### src/hw/cbc_pkg.sv
// package for the cpu bus cycle, hold and interrupt control block
// Overview of operation
// drive read strobe low so addressed device places data on bus
// read strobe floats in hold, halt and reset
// drive write strobe low so bus data is written to location
// write data stays valid through rising edge of write strobe
// write strobe floats in hold and halt
// memory or peripheral raises ready once it can transfer data
// cycle stretched by whole clocks while ready low
// on hold request release buses after current transfer completes
// internal work may continue during hold without bus transfers
// buses taken back only after hold request withdrawn
// in hold, address, data, strobes and io select float
// grant ack asserted once hold accepted; bus released next cycle
// ack drops after request removed; bus driven half cycle later
// irq sampled only next-to-last instruction cycle, hold or halt
// accepted irq freezes program counter and issues acknowledge strobe
// interrupting device supplies restart or call during acknowledge
// irq acceptance disabled on reset and after acceptance; software re-enables
// acknowledge strobe replaces read strobe with same timing in fetch
package cbc_pkg;
  localparam int CBC_AW = 16;
  localparam int CBC_DW = 8;
  // kinds of transfer: read, write, fetch (acknowledge strobe while irq pending)
  typedef enum logic [1:0] {
    CBC_OP_READ,
    CBC_OP_WRITE,
    CBC_OP_FETCH
  } cbc_op_t;
  typedef struct packed {
    logic [CBC_AW-1:0] addr;
    logic [CBC_DW-1:0] wdata;
    logic io_sel;
    cbc_op_t op;
  } cbc_req_t;
  typedef struct packed {
    logic [CBC_AW-1:0] addr;
    logic [CBC_DW-1:0] data;
    logic io_sel;
    logic rd_n;
    logic wr_n;
    logic ack_n;
  } cbc_bus_t;
  localparam cbc_bus_t CBC_BUS_IDLE = '{addr: 16'h0000, data: 8'h00, io_sel: 1'b0,
                                        rd_n: 1'b1, wr_n: 1'b1, ack_n: 1'b1};
  localparam logic [1:0] CBC_HALF_CYC = 2'h1;
endpackage

### src/hw/cbc_irq_gate.sv
// general interrupt request sampling and enable gate
`timescale 1ns/10ps
module cbc_irq_gate
  import cbc_pkg::*;
(
  input wire logic core_clk_i,
  input wire logic sys_rst_i,
  input wire logic general_irq_request_i,
  input wire logic sample_win_i,
  input wire logic irq_enable_set_i,
  input wire logic irq_enable_clr_i,
  output logic irq_accept_o,
  output logic irq_enabled_o
);
  logic en_q;
  logic en_d;
  logic acc_q;
  logic acc_d;

  always_comb begin
    acc_d = sample_win_i & general_irq_request_i & en_q;
    en_d = en_q;
    if (irq_enable_clr_i) begin
      en_d = 1'b0;
    end
    if (irq_enable_set_i) begin
      en_d = 1'b1;
    end
    if (acc_d) begin
      en_d = 1'b0;
    end
  end

  always_ff @(posedge core_clk_i) begin
    if (sys_rst_i) begin
      en_q <= 1'b0;
      acc_q <= 1'b0;
    end else begin
      en_q <= en_d;
      acc_q <= acc_d;
    end
  end

  assign irq_accept_o = acc_q;
  assign irq_enabled_o = en_q;
endmodule

### src/hw/cbc_top.sv
// bus cycle, wait, hold and interrupt acknowledge control
`timescale 1ns/10ps
module cbc_top
  import cbc_pkg::*;
(
  input wire logic core_clk_i,
  input wire logic sys_rst_i,
  input wire logic req_valid_i,
  input wire cbc_req_t req_i,
  input wire logic last_cyc_next_i,
  input wire logic halt_i,
  input wire logic irq_enable_set_i,
  input wire logic irq_enable_clr_i,
  input wire logic ready_i,
  input wire logic hold_req_i,
  input wire logic general_irq_request_i,
  input wire logic [CBC_DW-1:0] data_in_i,
  output logic req_ready_o,
  output logic done_o,
  output logic [CBC_DW-1:0] rdata_o,
  output logic pc_inhibit_o,
  output logic irq_enabled_o,
  output cbc_bus_t bus_o,
  output logic addr_oe_o,
  output logic data_oe_o,
  output logic ctrl_oe_o,
  output logic bus_grant_ack_o
);
  //////////////////////////////////////////////////////////////////////////////
  typedef enum logic [2:0] {
    CBC_IDLE,
    CBC_ADDR,
    CBC_STROBE,
    CBC_END,
    CBC_HOLD,
    CBC_RESUME
  } cbc_state_t;

  cbc_state_t st_q, st_d;
  cbc_req_t cur_q, cur_d;
  cbc_bus_t bus_q, bus_d;
  logic aoe_q, aoe_d, doe_q, doe_d, coe_q, coe_d;
  logic ack_q, ack_d, done_q, done_d, rdy_q, rdy_d;
  logic pend_q, pend_d, inh_q, inh_d;
  logic [CBC_DW-1:0] rdata_q, rdata_d;
  logic [1:0] half_q, half_d;
  logic irq_acc;
  logic irq_en;
  logic sample_win;

  // sampling allowed near instruction end, in hold or in halt
  assign sample_win = last_cyc_next_i | (st_q == CBC_HOLD) | halt_i;

  cbc_irq_gate cbc_irq_gate_i (
    .core_clk_i(core_clk_i),
    .sys_rst_i(sys_rst_i),
    .general_irq_request_i(general_irq_request_i),
    .sample_win_i(sample_win),
    .irq_enable_set_i(irq_enable_set_i),
    .irq_enable_clr_i(irq_enable_clr_i),
    .irq_accept_o(irq_acc),
    .irq_enabled_o(irq_en)
  );

  function automatic cbc_bus_t strobe_on(input cbc_req_t r, input logic pend);
    cbc_bus_t b;
    b = '{addr: r.addr, data: r.wdata, io_sel: r.io_sel, rd_n: 1'b1, wr_n: 1'b1,
          ack_n: 1'b1};
    if (r.op == CBC_OP_WRITE) begin
      b.wr_n = 1'b0;
    end else if (r.op == CBC_OP_FETCH && pend) begin
      b.ack_n = 1'b0;
    end else begin
      b.rd_n = 1'b0;
    end
    return b;
  endfunction

  //////////////////////////////////////////////////////////////////////////////
  always_comb begin
    st_d = st_q;
    cur_d = cur_q;
    bus_d = bus_q;
    aoe_d = aoe_q;
    doe_d = doe_q;
    coe_d = coe_q;
    ack_d = ack_q;
    done_d = 1'b0;
    rdy_d = 1'b0;
    rdata_d = rdata_q;
    half_d = half_q;
    pend_d = pend_q | irq_acc;
    inh_d = inh_q | irq_acc;
    case (st_q)
      CBC_IDLE: begin
        // halted: strobes float, internal work may go on
        coe_d = ~halt_i;
        aoe_d = ~halt_i;
        doe_d = 1'b0;
        bus_d.rd_n = 1'b1;
        bus_d.wr_n = 1'b1;
        bus_d.ack_n = 1'b1;
        if (hold_req_i) begin
          ack_d = 1'b1;
          st_d = CBC_HOLD;
        end else if (req_valid_i && !halt_i) begin
          cur_d = req_i;
          bus_d.addr = req_i.addr;
          bus_d.io_sel = req_i.io_sel;
          aoe_d = 1'b1;
          coe_d = 1'b1;
          st_d = CBC_ADDR;
        end else begin
          rdy_d = ~halt_i;
        end
      end
      CBC_ADDR: begin
        bus_d = strobe_on(cur_q, pend_q);
        doe_d = (cur_q.op == CBC_OP_WRITE);
        st_d = CBC_STROBE;
      end
      CBC_STROBE: begin
        // strobe held whole cycles until ready seen high
        if (ready_i) begin
          rdata_d = data_in_i;
          bus_d.rd_n = 1'b1;
          bus_d.wr_n = 1'b1;
          bus_d.ack_n = 1'b1;
          st_d = CBC_END;
        end
      end
      CBC_END: begin
        // write data kept one more cycle past the strobe rising edge
        doe_d = 1'b0;
        done_d = 1'b1;
        // a new accept in this very cycle must survive the clear
        if (cur_q.op == CBC_OP_FETCH && pend_q) begin
          pend_d = irq_acc;
          inh_d = irq_acc;
        end
        st_d = CBC_IDLE;
      end
      CBC_HOLD: begin
        // all bus lines float from the cycle after the grant; core requests wait, core runs on
        aoe_d = 1'b0;
        doe_d = 1'b0;
        coe_d = 1'b0;
        if (!hold_req_i) begin
          ack_d = 1'b0;
          half_d = CBC_HALF_CYC;
          st_d = CBC_RESUME;
        end
      end
      CBC_RESUME: begin
        // half bus cycle counted in core clocks before the lines are driven again
        if (half_q == 2'h0) begin
          aoe_d = 1'b1;
          coe_d = 1'b1;
          st_d = CBC_IDLE;
        end else begin
          half_d = half_q - 2'h1;
        end
      end
      default: begin
        st_d = CBC_IDLE;
      end
    endcase
  end

  always_ff @(posedge core_clk_i) begin
    if (sys_rst_i) begin
      st_q <= CBC_IDLE;
      cur_q <= '0;
      bus_q <= CBC_BUS_IDLE;
      aoe_q <= 1'b0;
      doe_q <= 1'b0;
      coe_q <= 1'b0;
      ack_q <= 1'b0;
      done_q <= 1'b0;
      rdy_q <= 1'b0;
      rdata_q <= 8'h00;
      half_q <= 2'h0;
      pend_q <= 1'b0;
      inh_q <= 1'b0;
    end else begin
      st_q <= st_d;
      cur_q <= cur_d;
      bus_q <= bus_d;
      aoe_q <= aoe_d;
      doe_q <= doe_d;
      coe_q <= coe_d;
      ack_q <= ack_d;
      done_q <= done_d;
      rdy_q <= rdy_d;
      rdata_q <= rdata_d;
      half_q <= half_d;
      pend_q <= pend_d;
      inh_q <= inh_d;
    end
  end

  // irq_en leaves the gate register directly
  assign irq_enabled_o = irq_en;
  assign bus_o = bus_q;
  assign addr_oe_o = aoe_q;
  assign data_oe_o = doe_q;
  assign ctrl_oe_o = coe_q;
  assign bus_grant_ack_o = ack_q;
  assign done_o = done_q;
  assign req_ready_o = rdy_q;
  assign rdata_o = rdata_q;
  assign pc_inhibit_o = inh_q;
endmodule

### config.mk
export PLATFORM = sky130hd
export DESIGN_NAME = cbc_top
export DESIGN_NICKNAME = d
export VERILOG_FILES = /design/src/hw/cbc_pkg.sv /design/src/hw/cbc_irq_gate.sv /design/src/hw/cbc_top.sv
export SDC_FILE = /design/constraint.sdc
export NUM_CORES = 1
export LEC_CHECK = 0
export BUFFER_PORTS_ARGS = -buffer_cell sky130_fd_sc_hd__buf_4
export CAP_MARGIN = 20
export CORE_MARGIN = 10
export CORE_UTILIZATION = 25
export CTS_BUF_LIST = sky130_fd_sc_hd__clkbuf_16
export CTS_CLUSTER_SIZE = 30
export DETAILED_ROUTE_END_ITERATION = 10
export SLEW_MARGIN = 20
export SYNTH_ARGS = -nofsm -noshare
export SYNTH_HDL_FRONTEND = slang
export SYNTH_SLANG_ARGS = --single-unit
### constraint.sdc
create_clock -name core_clk_i -period 2 [get_ports core_clk_i]
set_input_delay 0.3 -clock core_clk_i [delete_from_list [all_inputs] [get_ports core_clk_i]]
set_output_delay 0.3 -clock core_clk_i [all_outputs]
set_load 0.03 [all_outputs]
## Word level (Yosys, flattened, before mapping)

Index checks and enable logic that the tools add are counted.

| storage, ports and cells | value |
|---|---|
| logic and storage cells | 107 |
| output and inout port bits | 44 |
| flip-flop bits (word level) | 77 |

| operators by class | value |
|---|---|
| bitwise operators | 9 |
| reduce and logical (&&, ||, !) cells | 23 |
| add/sub/neg operators | 1 |
| multiplexer cells | 37 |
| eq/ne operators | 15 |

Operators by type and width:

| operator | number |
|---|---|
| 16-bit two-way mux | 2 |
| 16-bit case mux with 2 select lines | 1 |
| 1-bit two-way mux | 19 |
| 3-bit two-way mux | 6 |
| 3-bit case mux with 5 select lines | 1 |
| 2-bit != test (second input constant) | 7 |
| 3-bit AND reduction | 4 |
| 2-bit nonzero test | 5 |
| 3-bit case mux with 3 select lines | 1 |
| 3-bit by 2-bit == test with 1-bit output (second input constant) | 2 |
| 3-bit == test (second input constant) | 2 |
| 1-bit case mux with 2 select lines | 3 |
| 2-bit AND reduction | 3 |
| 3-bit nonzero test | 2 |
| 2-bit two-way mux | 2 |
| 1-bit bitwise OR | 4 |
| 2-bit case mux with 2 select lines | 1 |
| 4-bit AND reduction | 1 |
| 4-bit OR reduction | 1 |
| 3-bit by 1-bit == test with 1-bit output (second input constant) | 1 |
| 3-bit zero test | 1 |
| 3-bit != test (second input constant) | 1 |
| 1-bit inverter | 3 |
| 1-bit case mux with 3 select lines | 1 |
| 9 further kinds | 11 |

## Longest topological paths before layout

Gate-level depths: netlist (run 1).

| logic depth | value |
|---|---|
| word-level depth | 6 |
| mapped depth | 6 |
| depth with buffers taken out | 6 |

## Hierarchy

From an unflattened synthesis (run 1), not the netlist that was laid out.

| unflattened totals | value |
|---|---|
| cell total of the unflattened synthesis | 365 |
| area, all modules | 3,042.9 µm² |

By module, submodules not included:

| module | area an instance (µm²) | times used | seq. area each (µm²) | cells each |
|---|---|---|---|---|
| cbc_top | 2,974.1 | 1 | 1,501.4 | 358 |
| cbc_irq_gate | 68.8 | 1 | 40.0 | 7 |

## Least setup slack after synthesis (run 1)

Ideal clock, no wire load.

| timing path | value |
|---|---|
| kind | register to register |
| start point | register st_q[0] |
| end point | register rdata_q[0] (netlist: rdata_o[0]) |
| setup slack | 0.728 ns |
| period minus slack after synthesis | 1.272 ns |
| stages on the path, launching flop included | 7 |
| arrival time | 1.144 ns |
| setup time | 0.128 ns |
| path buffers | 2 |
| cells stage by stage | dfxtp_1 > buf_4 > nand2b_4 > nor3b_2 > buf_4 > mux2i_1 > nor2_1 |

| on the way | value |
|---|---|
| cells in the longest elaborated chain, start to end | 2 |

RTL lines:

| element | line | text |
|---|---|---|
| from (decl) | cbc_top.sv:39 | `cbc_state_t st_q, st_d;` |
| from (signal assigned) | cbc_top.sv:186 | `st_q <= st_d;` |
| 3-bit by 2-bit == test with 1-bit output | cbc_top.sv:94 | `case (st_q)` |
| 2-bit AND reduction (no line) | - |  |
| to (signal assigned) | cbc_top.sv:195 | `rdata_q <= rdata_d;` |
| to (decl) | cbc_top.sv:45 | `logic [CBC_DW-1:0] rdata_q, rdata_d;` |

No other way between the ends.
A chain may end at the register's enable or synchronous reset.

## Worst setup path in the final report (run 1)

| timing path | value |
|---|---|
| start point | register st_q[2] |
| end point | register cur_q[17] in the netlist's numbering |

| on the way | value |
|---|---|
| cells in the longest elaborated chain, start to end | 2 |

RTL lines:

| element | line | text |
|---|---|---|
| 3-bit zero test | cbc_top.sv:94 |  |
| 3-bit AND reduction (no line) | - |  |
| to (signal assigned) | cbc_top.sv:187 | `cur_q <= cur_d;` |
| to (decl) | cbc_top.sv:40 | `cbc_req_t cur_q, cur_d;` |

No other way between the ends.

==> impl_metrics.toml, run 1 <==
[drt]
viasPerCell = 4.49
antenna_left = 0
dr.pass1.iters = 4
drc = 0
vias = 2822
wl_per_cell_um = 13.9
wl_mm = 8.75
drt_iter0_markers = 216

[global_route]
met1_usage_pct = 12.0
grtUsageMet3_pct = 3.28
overflow = 0
grt_use_met2_pct = 16.6
grt_pass1_vias = 2834
grtUsageTotal_pct = 9.97
grt_pass1_wl_mm = 14.2
antenna_found_initial = 0
grt_busiest_layer = "met2"
grt_start_max_net_pins = 40

[final_layout]
final_util_pct = 35.2
nNetsFinal = 501
area_delta_synth_final_pct = 36.2
n_antenna_cell = 0
drive_gt1_share_pct = 29.6
design_area_um2 = 4280

[setup_path]
crit_arrival_ns = 1.85
cp_num_buf_inv = 0
rrSetupSlack_ns = 0.34
crit_slowest_cell = "nand3_2"
crit_path_end_kind = "flop"
path_cells = "nor2_2 -> nand3_2 -> nand2_1 -> a21oi_1"
cp-start-kind = "flop"
r2r_end = "cur_q[17]"
critical_path_class = "reg2reg"
crit_required_ns = 2.19
critPathMaxStageDelay_ns = 0.52
cp_top_family = "simple AND/OR/NAND/NOR gates"
r2r_start = "st_q[2]"
r2r_cells = 4
crit_fanout = 27

[sta]
hold_viol_final = 0
slew_viol_final = 0
rsz0062_at_grt = "no"
fmax_mhz = 602
worst_slew_pin_slew_ns = 0.732
period_share_pct = 83.1
setup_viol = 0
slew_headroom_pct = 51.2
fin_setup_tns_ns = 0
skew_ns = 0.00613
finalCriticalPeriod_ns = 1.66

[worst_hold_path]
hold_class = "in2reg"
hp-start = "req_valid_i"
hold_depth = 2
min_to = "req_ready_o"

[place]
place_area_um2 = 3960
dp_hpwl_mm = 6.38
place_congestion = 0.726
portBuffers = 88

[clock_network]
cts_resized = 0
cts-root-buf = "clkbuf_16"
cts_tree = "built"
numCtsBuffers = 9
cts_max_path_buffers = 2
clkTransAtPathRegs_ns = 0.06
ctsHoldBuffers = 0
h-tree-depth = 3
clkLatencyLatePin_ns = 0.33
post_cts_buffers = 0
clock_sinks = 77

[pwr]
leakage_nw = 1.59
vdd_drop_max_uv = 493
powerDensity_nw_per_um2 = 1170
finalPower_mw = 5.00

[yosys]
netlist_instances = 370
ys_warn_count = 0
mappedNetlistNets = 416
yosysTopAreaCell = "dfxtp_1"
avgSynthCellArea_um2 = 8.49
syn_area_um2 = 3140
ys_seq_area_share_pct = 49.0
ys_ff_latch = 77
yosys.cell_types.count = 43
synthTopCellsByArea = "dfxtp_1 (49%), nand2_1 (14%), a21oi_1 (6.7%)"
synth_top_area_share_pct = 49.0

[die]
ios = 89
coreArea_um2 = 12200
rows = 40
fp.dieH_um = 132
die_w_um = 132
start_util_pct = 25.8
die-area_um2 = 17500

[run]
cap_violations = 0

[status]
outcome = "complete, no violations"
routing by layer:
metal  routed length, µm  share of wire (%)
met3                 438                5.0
met5                   0                  0
met2                4330                 49
met1                3960                 45
met4                  20               0.23
flip-flops by register name (all words and copies together) (netlist names):
register / cells
bus_o: 28
cur_q: 27
rdata_o: 8
st_q: 3
half_q: 2
bus_grant_ack_o: 1
cbc_irq_gate_i.irq_accept_o: 1
cbc_irq_gate_i.irq_enabled_o: 1
ctrl_oe_o: 1
data_oe_o: 1
done_o: 1
pc_inhibit_o: 1
pend_q: 1
req_ready_o: 1
report_power, final:
group	switching (mW)	leakage, nW	internal [mW]
Combinational	0.921	0.817	0.535
Clock	0.620	0.149	1.08
Sequential	0.150	0.624	1.69
metrics by stage:
step                cells  setup slack (ns)  hold slack (ns)
finish                628             0.338            0.158
global route          628             0.118            0.159
CTS                   628             0.291            0.138
detailed placement    612             0.302            0.449
global placement      612             0.373            0.442
floorplan             370             0.728            0.377
synthesized netlist by cell type, drive strengths merged:
library cell,instances
or2,1
clkbuf,8
o211ai,1
o21ai,6
o311ai,1
a21oi,43
nand3,18
nand2,116
and3b,1
and3,1
nor2b,4
inv,5
xnor2,1
a41oi,17
o211a,1
a211oi,1
nor3b,3
dfxtp,77
o22ai,1
nor4,1
mux2i,9
nor2,21
buf,18
nor3,3
mux2,2
ha,1
o31ai,2
a31oi,1
o32ai,1
nand2b,2
o21a,2
nand4b,1
cell families after synthesis:
| group | count (synthesis) | share of synthesized area [%] |
|---|---|---|
| XOR/XNOR | 1 | 0.279 |
| buffers and inverters | 31 | 5.06 |
| adder cells (fa/ha/maj) | 1 | 0.398 |
| AO/OA/AOI/OAI | 77 | 17.9 |
| multiplexers | 11 | 3.58 |
| flip-flops | 77 | 49.0 |
| AND/OR/NAND/NOR | 172 | 23.7 |
worst max-delay path by stage:
stage,to,cells past startpoint,startpoint,slack [ns]
after floorplan,rdata_o[0],6,st_q[0],0.73
after global placement,cur_q[18],4,st_q[2],0.37
after detailed placement,cur_q[17],4,st_q[1],0.30
after CTS,cur_q[17],4,st_q[2],0.29
after global routing,cur_q[10],4,st_q[2],0.12
final,cur_q[17],4,st_q[2],0.34
cells in the final DEF, fill, tap and decap left out, types with 2 or more instances in the layout:
master / netlist / layout
clkinvlp_4: 0 / 3
nor3b_2: 2 / 2
a21oi_1: 42 / 42
a41oi_2: 10 / 10
dfxtp_1: 77 / 77
nor2b_1: 3 / 3
inv_1: 5 / 6
a41oi_1: 7 / 7
o21ai_0: 6 / 6
o21a_1: 2 / 2
nand2_1: 115 / 115
mux2i_1: 9 / 9
nor2_1: 20 / 20
o31ai_1: 2 / 2
mux2_2: 2 / 2
nor3_1: 3 / 3
nand3_1: 17 / 17
clkbuf_16: 0 / 9
buf_4: 6 / 100
bufinv_16: 0 / 2
layout make-up:
class | instances | area, µm²
Multi-Input combinational cell | 262 | 1440
Clock buffer | 9 | 225
Timing Repair Buffer | 100 | 751
Inverter | 5 | 18.8
Tap cell | 168 | 210
Fill cell | 1269 | 7880
Sequential cell | 77 | 1540
Clock inverter | 7 | 91.3
No activity file was read; power rests on OpenSTA's default activity.
==> run 2: changes to the inputs <==
- clock period: 2 -> 1.7 ns (I/O delays scaled with it)
==> run 2 against run 1 <==
Hold slack lost 0.051 ns. Combinational power increased by 26%. Via count increased by 0.89%. Sequential share of layout area decreased by 0.19 points. First-iteration DRC count down 19%. Sequential cell count did not move. Total power rose by 17%. Critical endpoint is now cbc_irq_gate_i.irq_enabled_o. Highest routed layer unchanged.
==> impl_metrics.toml, run 2 (synthesis results as in run 1) <==
[clock_network]
numCtsBuffers = 9
cts_tree = "built"
clock_sinks = 77
clkTransAtPathRegs_ns = 0.06
h-tree-depth = 3
post_cts_buffers = 0
cts-root-buf = "clkbuf_16"
ctsHoldBuffers = 0
clkLatencyLatePin_ns = 0.33
cts_max_path_buffers = 2
cts_resized = 0

[die]
rows = 40
die-area_um2 = 17500
die_w_um = 132
coreArea_um2 = 12200
fp.dieH_um = 132
ios = 89
start_util_pct = 25.8

[drt]
antenna_left = 0
wl_mm = 9.01
vias = 2847
viasPerCell = 4.51
drt_iter0_markers = 176
wl_per_cell_um = 14.3
dr.pass1.iters = 4
drc = 0

[setup_path]
cp_top_family = "compound AO/OA/AOI/OAI gates"
critical_path_class = "reg2reg"
cp_num_buf_inv = 1
r2r_cells = 5
crit_cells = 5
crit_fanout = 15
crit_required_ns = 1.97
crit_slowest_cell = "dfxtp_1"
path_cells = "buf_4 -> nand2b_1 -> nor2_1 -> o311ai_1 -> o211a_1"
critPathMaxStageDelay_ns = 0.34
crit_arrival_ns = 1.74
cp-start-kind = "flop"
crit_path_end_kind = "flop"
rrSetupSlack_ns = 0.23

[final_layout]
final_cell_mix = "nand2_1 (115), buf_4 (101), dfxtp_1 (77)"
final_util_pct = 35.4
largest_reg_flops = 28
nNetsFinal = 504
area_delta_synth_final_pct = 36.9
n_antenna_cell = 0
final_common_cell = "nand2_1"
drive_gt1_share_pct = 29.8
layoutNonFillerInstCount = 631

[pwr]
leakage_nw = 1.60
powerDensity_nw_per_um2 = 1350
vdd_drop_max_uv = 609

[sta]
worst_slew_pin_slew_ns = 0.324
worst_slack_ns = 0.229
setup_viol = 0
slew_headroom_pct = 78.1
fmax_mhz = 680
period_share_pct = 86.5
rsz0062_at_grt = "no"
fin_setup_tns_ns = 0
hold_viol_final = 0
slew_viol_final = 0
finalCriticalPeriod_ns = 1.47
skew_ns = 0.00730

[global_route]
grtUsageTotal_pct = 10.2
overflow = 0
antenna_found_initial = 0
grt_pass1_wl_mm = 14.5
grt_pass1_vias = 2873
grt_start_max_net_pins = 30

[status]
outcome = "complete, no violations"

[place]
preCtsSetupSlack_ns = 0.271
portBuffers = 88
dp_hpwl_mm = 6.65
dp_cells = 615
place_congestion = 0.787

[worst_hold_path]
hold_depth = 2
hold_class = "in2reg"

[run]
cap_violations = 0
==> run 2: final timing paths <==
check / start / to
worst max-delay path: st_q[1] / cbc_irq_gate_i.irq_enabled_o
worst min-delay path: req_valid_i / req_ready_o
worst max register to register: st_q[1] / cbc_irq_gate_i.irq_enabled_o
worst min register to register: cur_q[6] / bus_o[7]
==> run 2: stage by stage <==
stage	hold slack (ns)	area, µm²	power (mW)
finish	0.107	4300	5.83
global route	0.107	4300	6.18
CTS	0.0945	4300	5.91
detailed placement	0.445	4010	4.03
global placement	0.441	4010	3.98
floorplan	0.332	3140	3.38
==> run 2: layer usage <==
layer	part of all wire (%)	routed length, µm	GRT usage (%)
met4	1.1	98	3.28
met5	0	0	0
met3	5.5	494	3.13
met2	50	4480	17.2
met1	44	3940	12.1
==> run 2: cell type report <==
type                    instances  area (µm²)
flip-flops and latches         77        1540
clock inverters                 7        66.3
repair buffers                103         798
clock buffers                   9         225
well taps                     168         210
fillers                      1260        7860
inverters                       5        18.8
multi-input cells             262        1440
==> run 2: power breakdown <==
| part | total [mW] | internal [mW] | switching, mW |
|---|---|---|---|
| Sequential | 2.13 | 1.99 | 0.138 |
| Clock | 1.86 | 1.13 | 0.737 |
| Combinational | 1.84 | 0.679 | 1.16 |
==> run 2: worst register-to-register path, cell delays in order, from the launching register on <==
cell and delay, ns:
dfxtp_1 0.34, buf_4 0.21, nand2b_1 0.25, nor2_1 0.07, o311ai_1 0.30, o211a_1 0.23
==> run 3: changes to the inputs <==
- clock period: 1.7 -> 1.2 ns (I/O delays scaled with it)
==> run 3 against run 2 <==
The run now ends with setup timing left. Cell area up 9.2%. Clock skew fell by 0.0025 ns. First-iteration DRC count down 22%. Via count increased by 4.9%. Critical endpoint is now bus_o[23]. Largest cell class is now multi-input gates. Highest routed layer unchanged.
==> impl_metrics.toml, run 3 (synthesis results as in run 1) <==
[clock_network]
clkTransAtPathRegs_ns = 0.06
numCtsBuffers = 9
ctsHoldBuffers = 0
cts-root-buf = "clkbuf_16"
clock_sinks = 77
h-tree-depth = 3
cts_max_path_buffers = 2
clkLatencyLatePin_ns = 0.33
cts_tree = "built"

[die]
rows = 40
ios = 89
coreArea_um2 = 12200
fp.dieH_um = 132
die_w_um = 132
die-area_um2 = 17500
start_util_pct = 25.8

[drt]
vias = 2987
wl_mm = 9.40
met1_length_mm = 4.16
dr_wl_met2_mm = 4.57
drc = 0
maxUsedRoutingLayer = "met4"
antenna_left = 0
drt_iter0_markers = 138
dr_wl_met3_um = 589
wl_per_cell_um = 14.4
dr.pass1.iters = 7
viasPerCell = 4.58

[final_layout]
area_delta_synth_final_pct = 49.4
nFillCells = 1274
final_cell_mix = "buf_4 (111), nand2_1 (109), dfxtp_1 (74)"
drive_gt1_share_pct = 38.0
ff_latch_area_um2 = 1550
largest_reg_flops = 28
nNetsFinal = 527
n_antenna_cell = 0
final_common_cell = "buf_4"
multi_input_area_um2 = 1580

[setup_path]
crit_path_end_kind = "flop"
crit_slowest_cell = "dfxtp_4"
critPathMaxStageDelay_ns = 0.36
crit_required_ns = 1.41
critical_path_class = "reg2reg"
path_cells = "buf_12 -> or2_4 -> clkbuf_16 -> nand2_1 -> a41oi_2"
crit_fanout = 8
crit_arrival_ns = 1.46
cp-start-kind = "flop"

[place]
place_congestion = 0.784
preCtsSetupSlack_ns = -0.125
portBuffers = 88
dp_hpwl_mm = 6.76

[status]
outcome = "finished, violations left"
violations = "setup timing"

[global_route]
grtUsageTotal_pct = 10.4
grt_start_max_net_pins = 42
grt_pass1_wl_mm = 15.0
overflow = 0
antenna_found_initial = 0
grt_pass1_vias = 3060

[sta]
worst_slew_pin_slew_ns = 0.305
slew_viol_final = 0
fmax_mhz = 798
finalCriticalPeriod_ns = 1.25
slew_headroom_pct = 79.6
rsz0062_at_grt = "yes"
setup_viol = 30
fin_setup_tns_ns = -0.655
period_share_pct = 104
hold_viol_final = 0
worst_slack_ns = -0.0534
skew_ns = 0.00482

[pwr]
vdd_drop_max_uv = 689
leakage_nw = 1.78
powerDensity_nw_per_um2 = 1940
finalPower_mw = 9.11

[worst_hold_path]
hold_class = "in2reg"

[run]
cap_violations = 0
run 3: changes by cell type in the layout (fill, tap and decap cells not counted), sizes merged:
cell | before | now
clkinv | 4 | 2
clkbuf | 9 | 10
buf | 103 | 125
run 3: power by group:
part           switching (mW)  internal (mW)
clock network           0.985           1.57
logic                    1.93           1.58
registers               0.212           2.83
total                    3.13           5.99
run 3: per-stage QoR:
step | hold WS [ns] | instances | util, % | cell area (µm²)
2_1_floorplan | 0.257 | 370 | - | 3150
3_3_place_gp | 0.420 | 635 | 34.4 | 4190
3_5_place_dp | 0.427 | 635 | 34.4 | 4190
4_1_cts | 0.0677 | 650 | 37.4 | 4550
5_1_grt | 0.0872 | 652 | 38.6 | 4700
6_report | 0.0848 | 652 | 38.6 | 4700
run 3: critical path: cells and delay by family (launching register included):
family                 cells  cell delay, ns
AOI/OAI and AO/OA          1            0.10
and+or+nand+nor            2            0.36
buffers and inverters      2            0.31
DFF                        1            0.36
run 3: area by class of cell:
cell class | count | share of cell area [%]
inverters | 5 | 0.400
clock buffers | 9 | 4.79
multi-input cells | 262 | 33.7
clock inverters | 5 | 1.15
flip-flops and latches | 77 | 33.0
repair buffers | 126 | 22.6
well taps | 168 | 4.48
run 3: worst paths after layout:
check	from	end	slack [ns]	cells past startpoint
max	st_q[2]	bus_o[23]	-0.05	5
min	data_in_i[0]	rdata_o[0]	0.08	3
max reg2reg	st_q[2]	bus_o[23]	-0.05	5
min reg2reg	cur_q[3]	bus_o[4]	0.45	2
run 3: repair_timing:
| action | CTS | global route |
|---|---|---|
| hold endpoints to repair | 0 | 0 |
| gates resized for setup | 18 | 26 |
| setup buffers | 0 | 1 |
| setup endpoints to repair | 65 | 70 |
| pin swaps | 0 | 10 |
| gates cloned | 1 | 1 |
run 3: routing by layer:
layer  up-vias  GRT usage, %
met5         -             0
li1       1482             -
met1      1401          11.8
met4         0          2.97
met2        93          17.9
met3        11          3.81
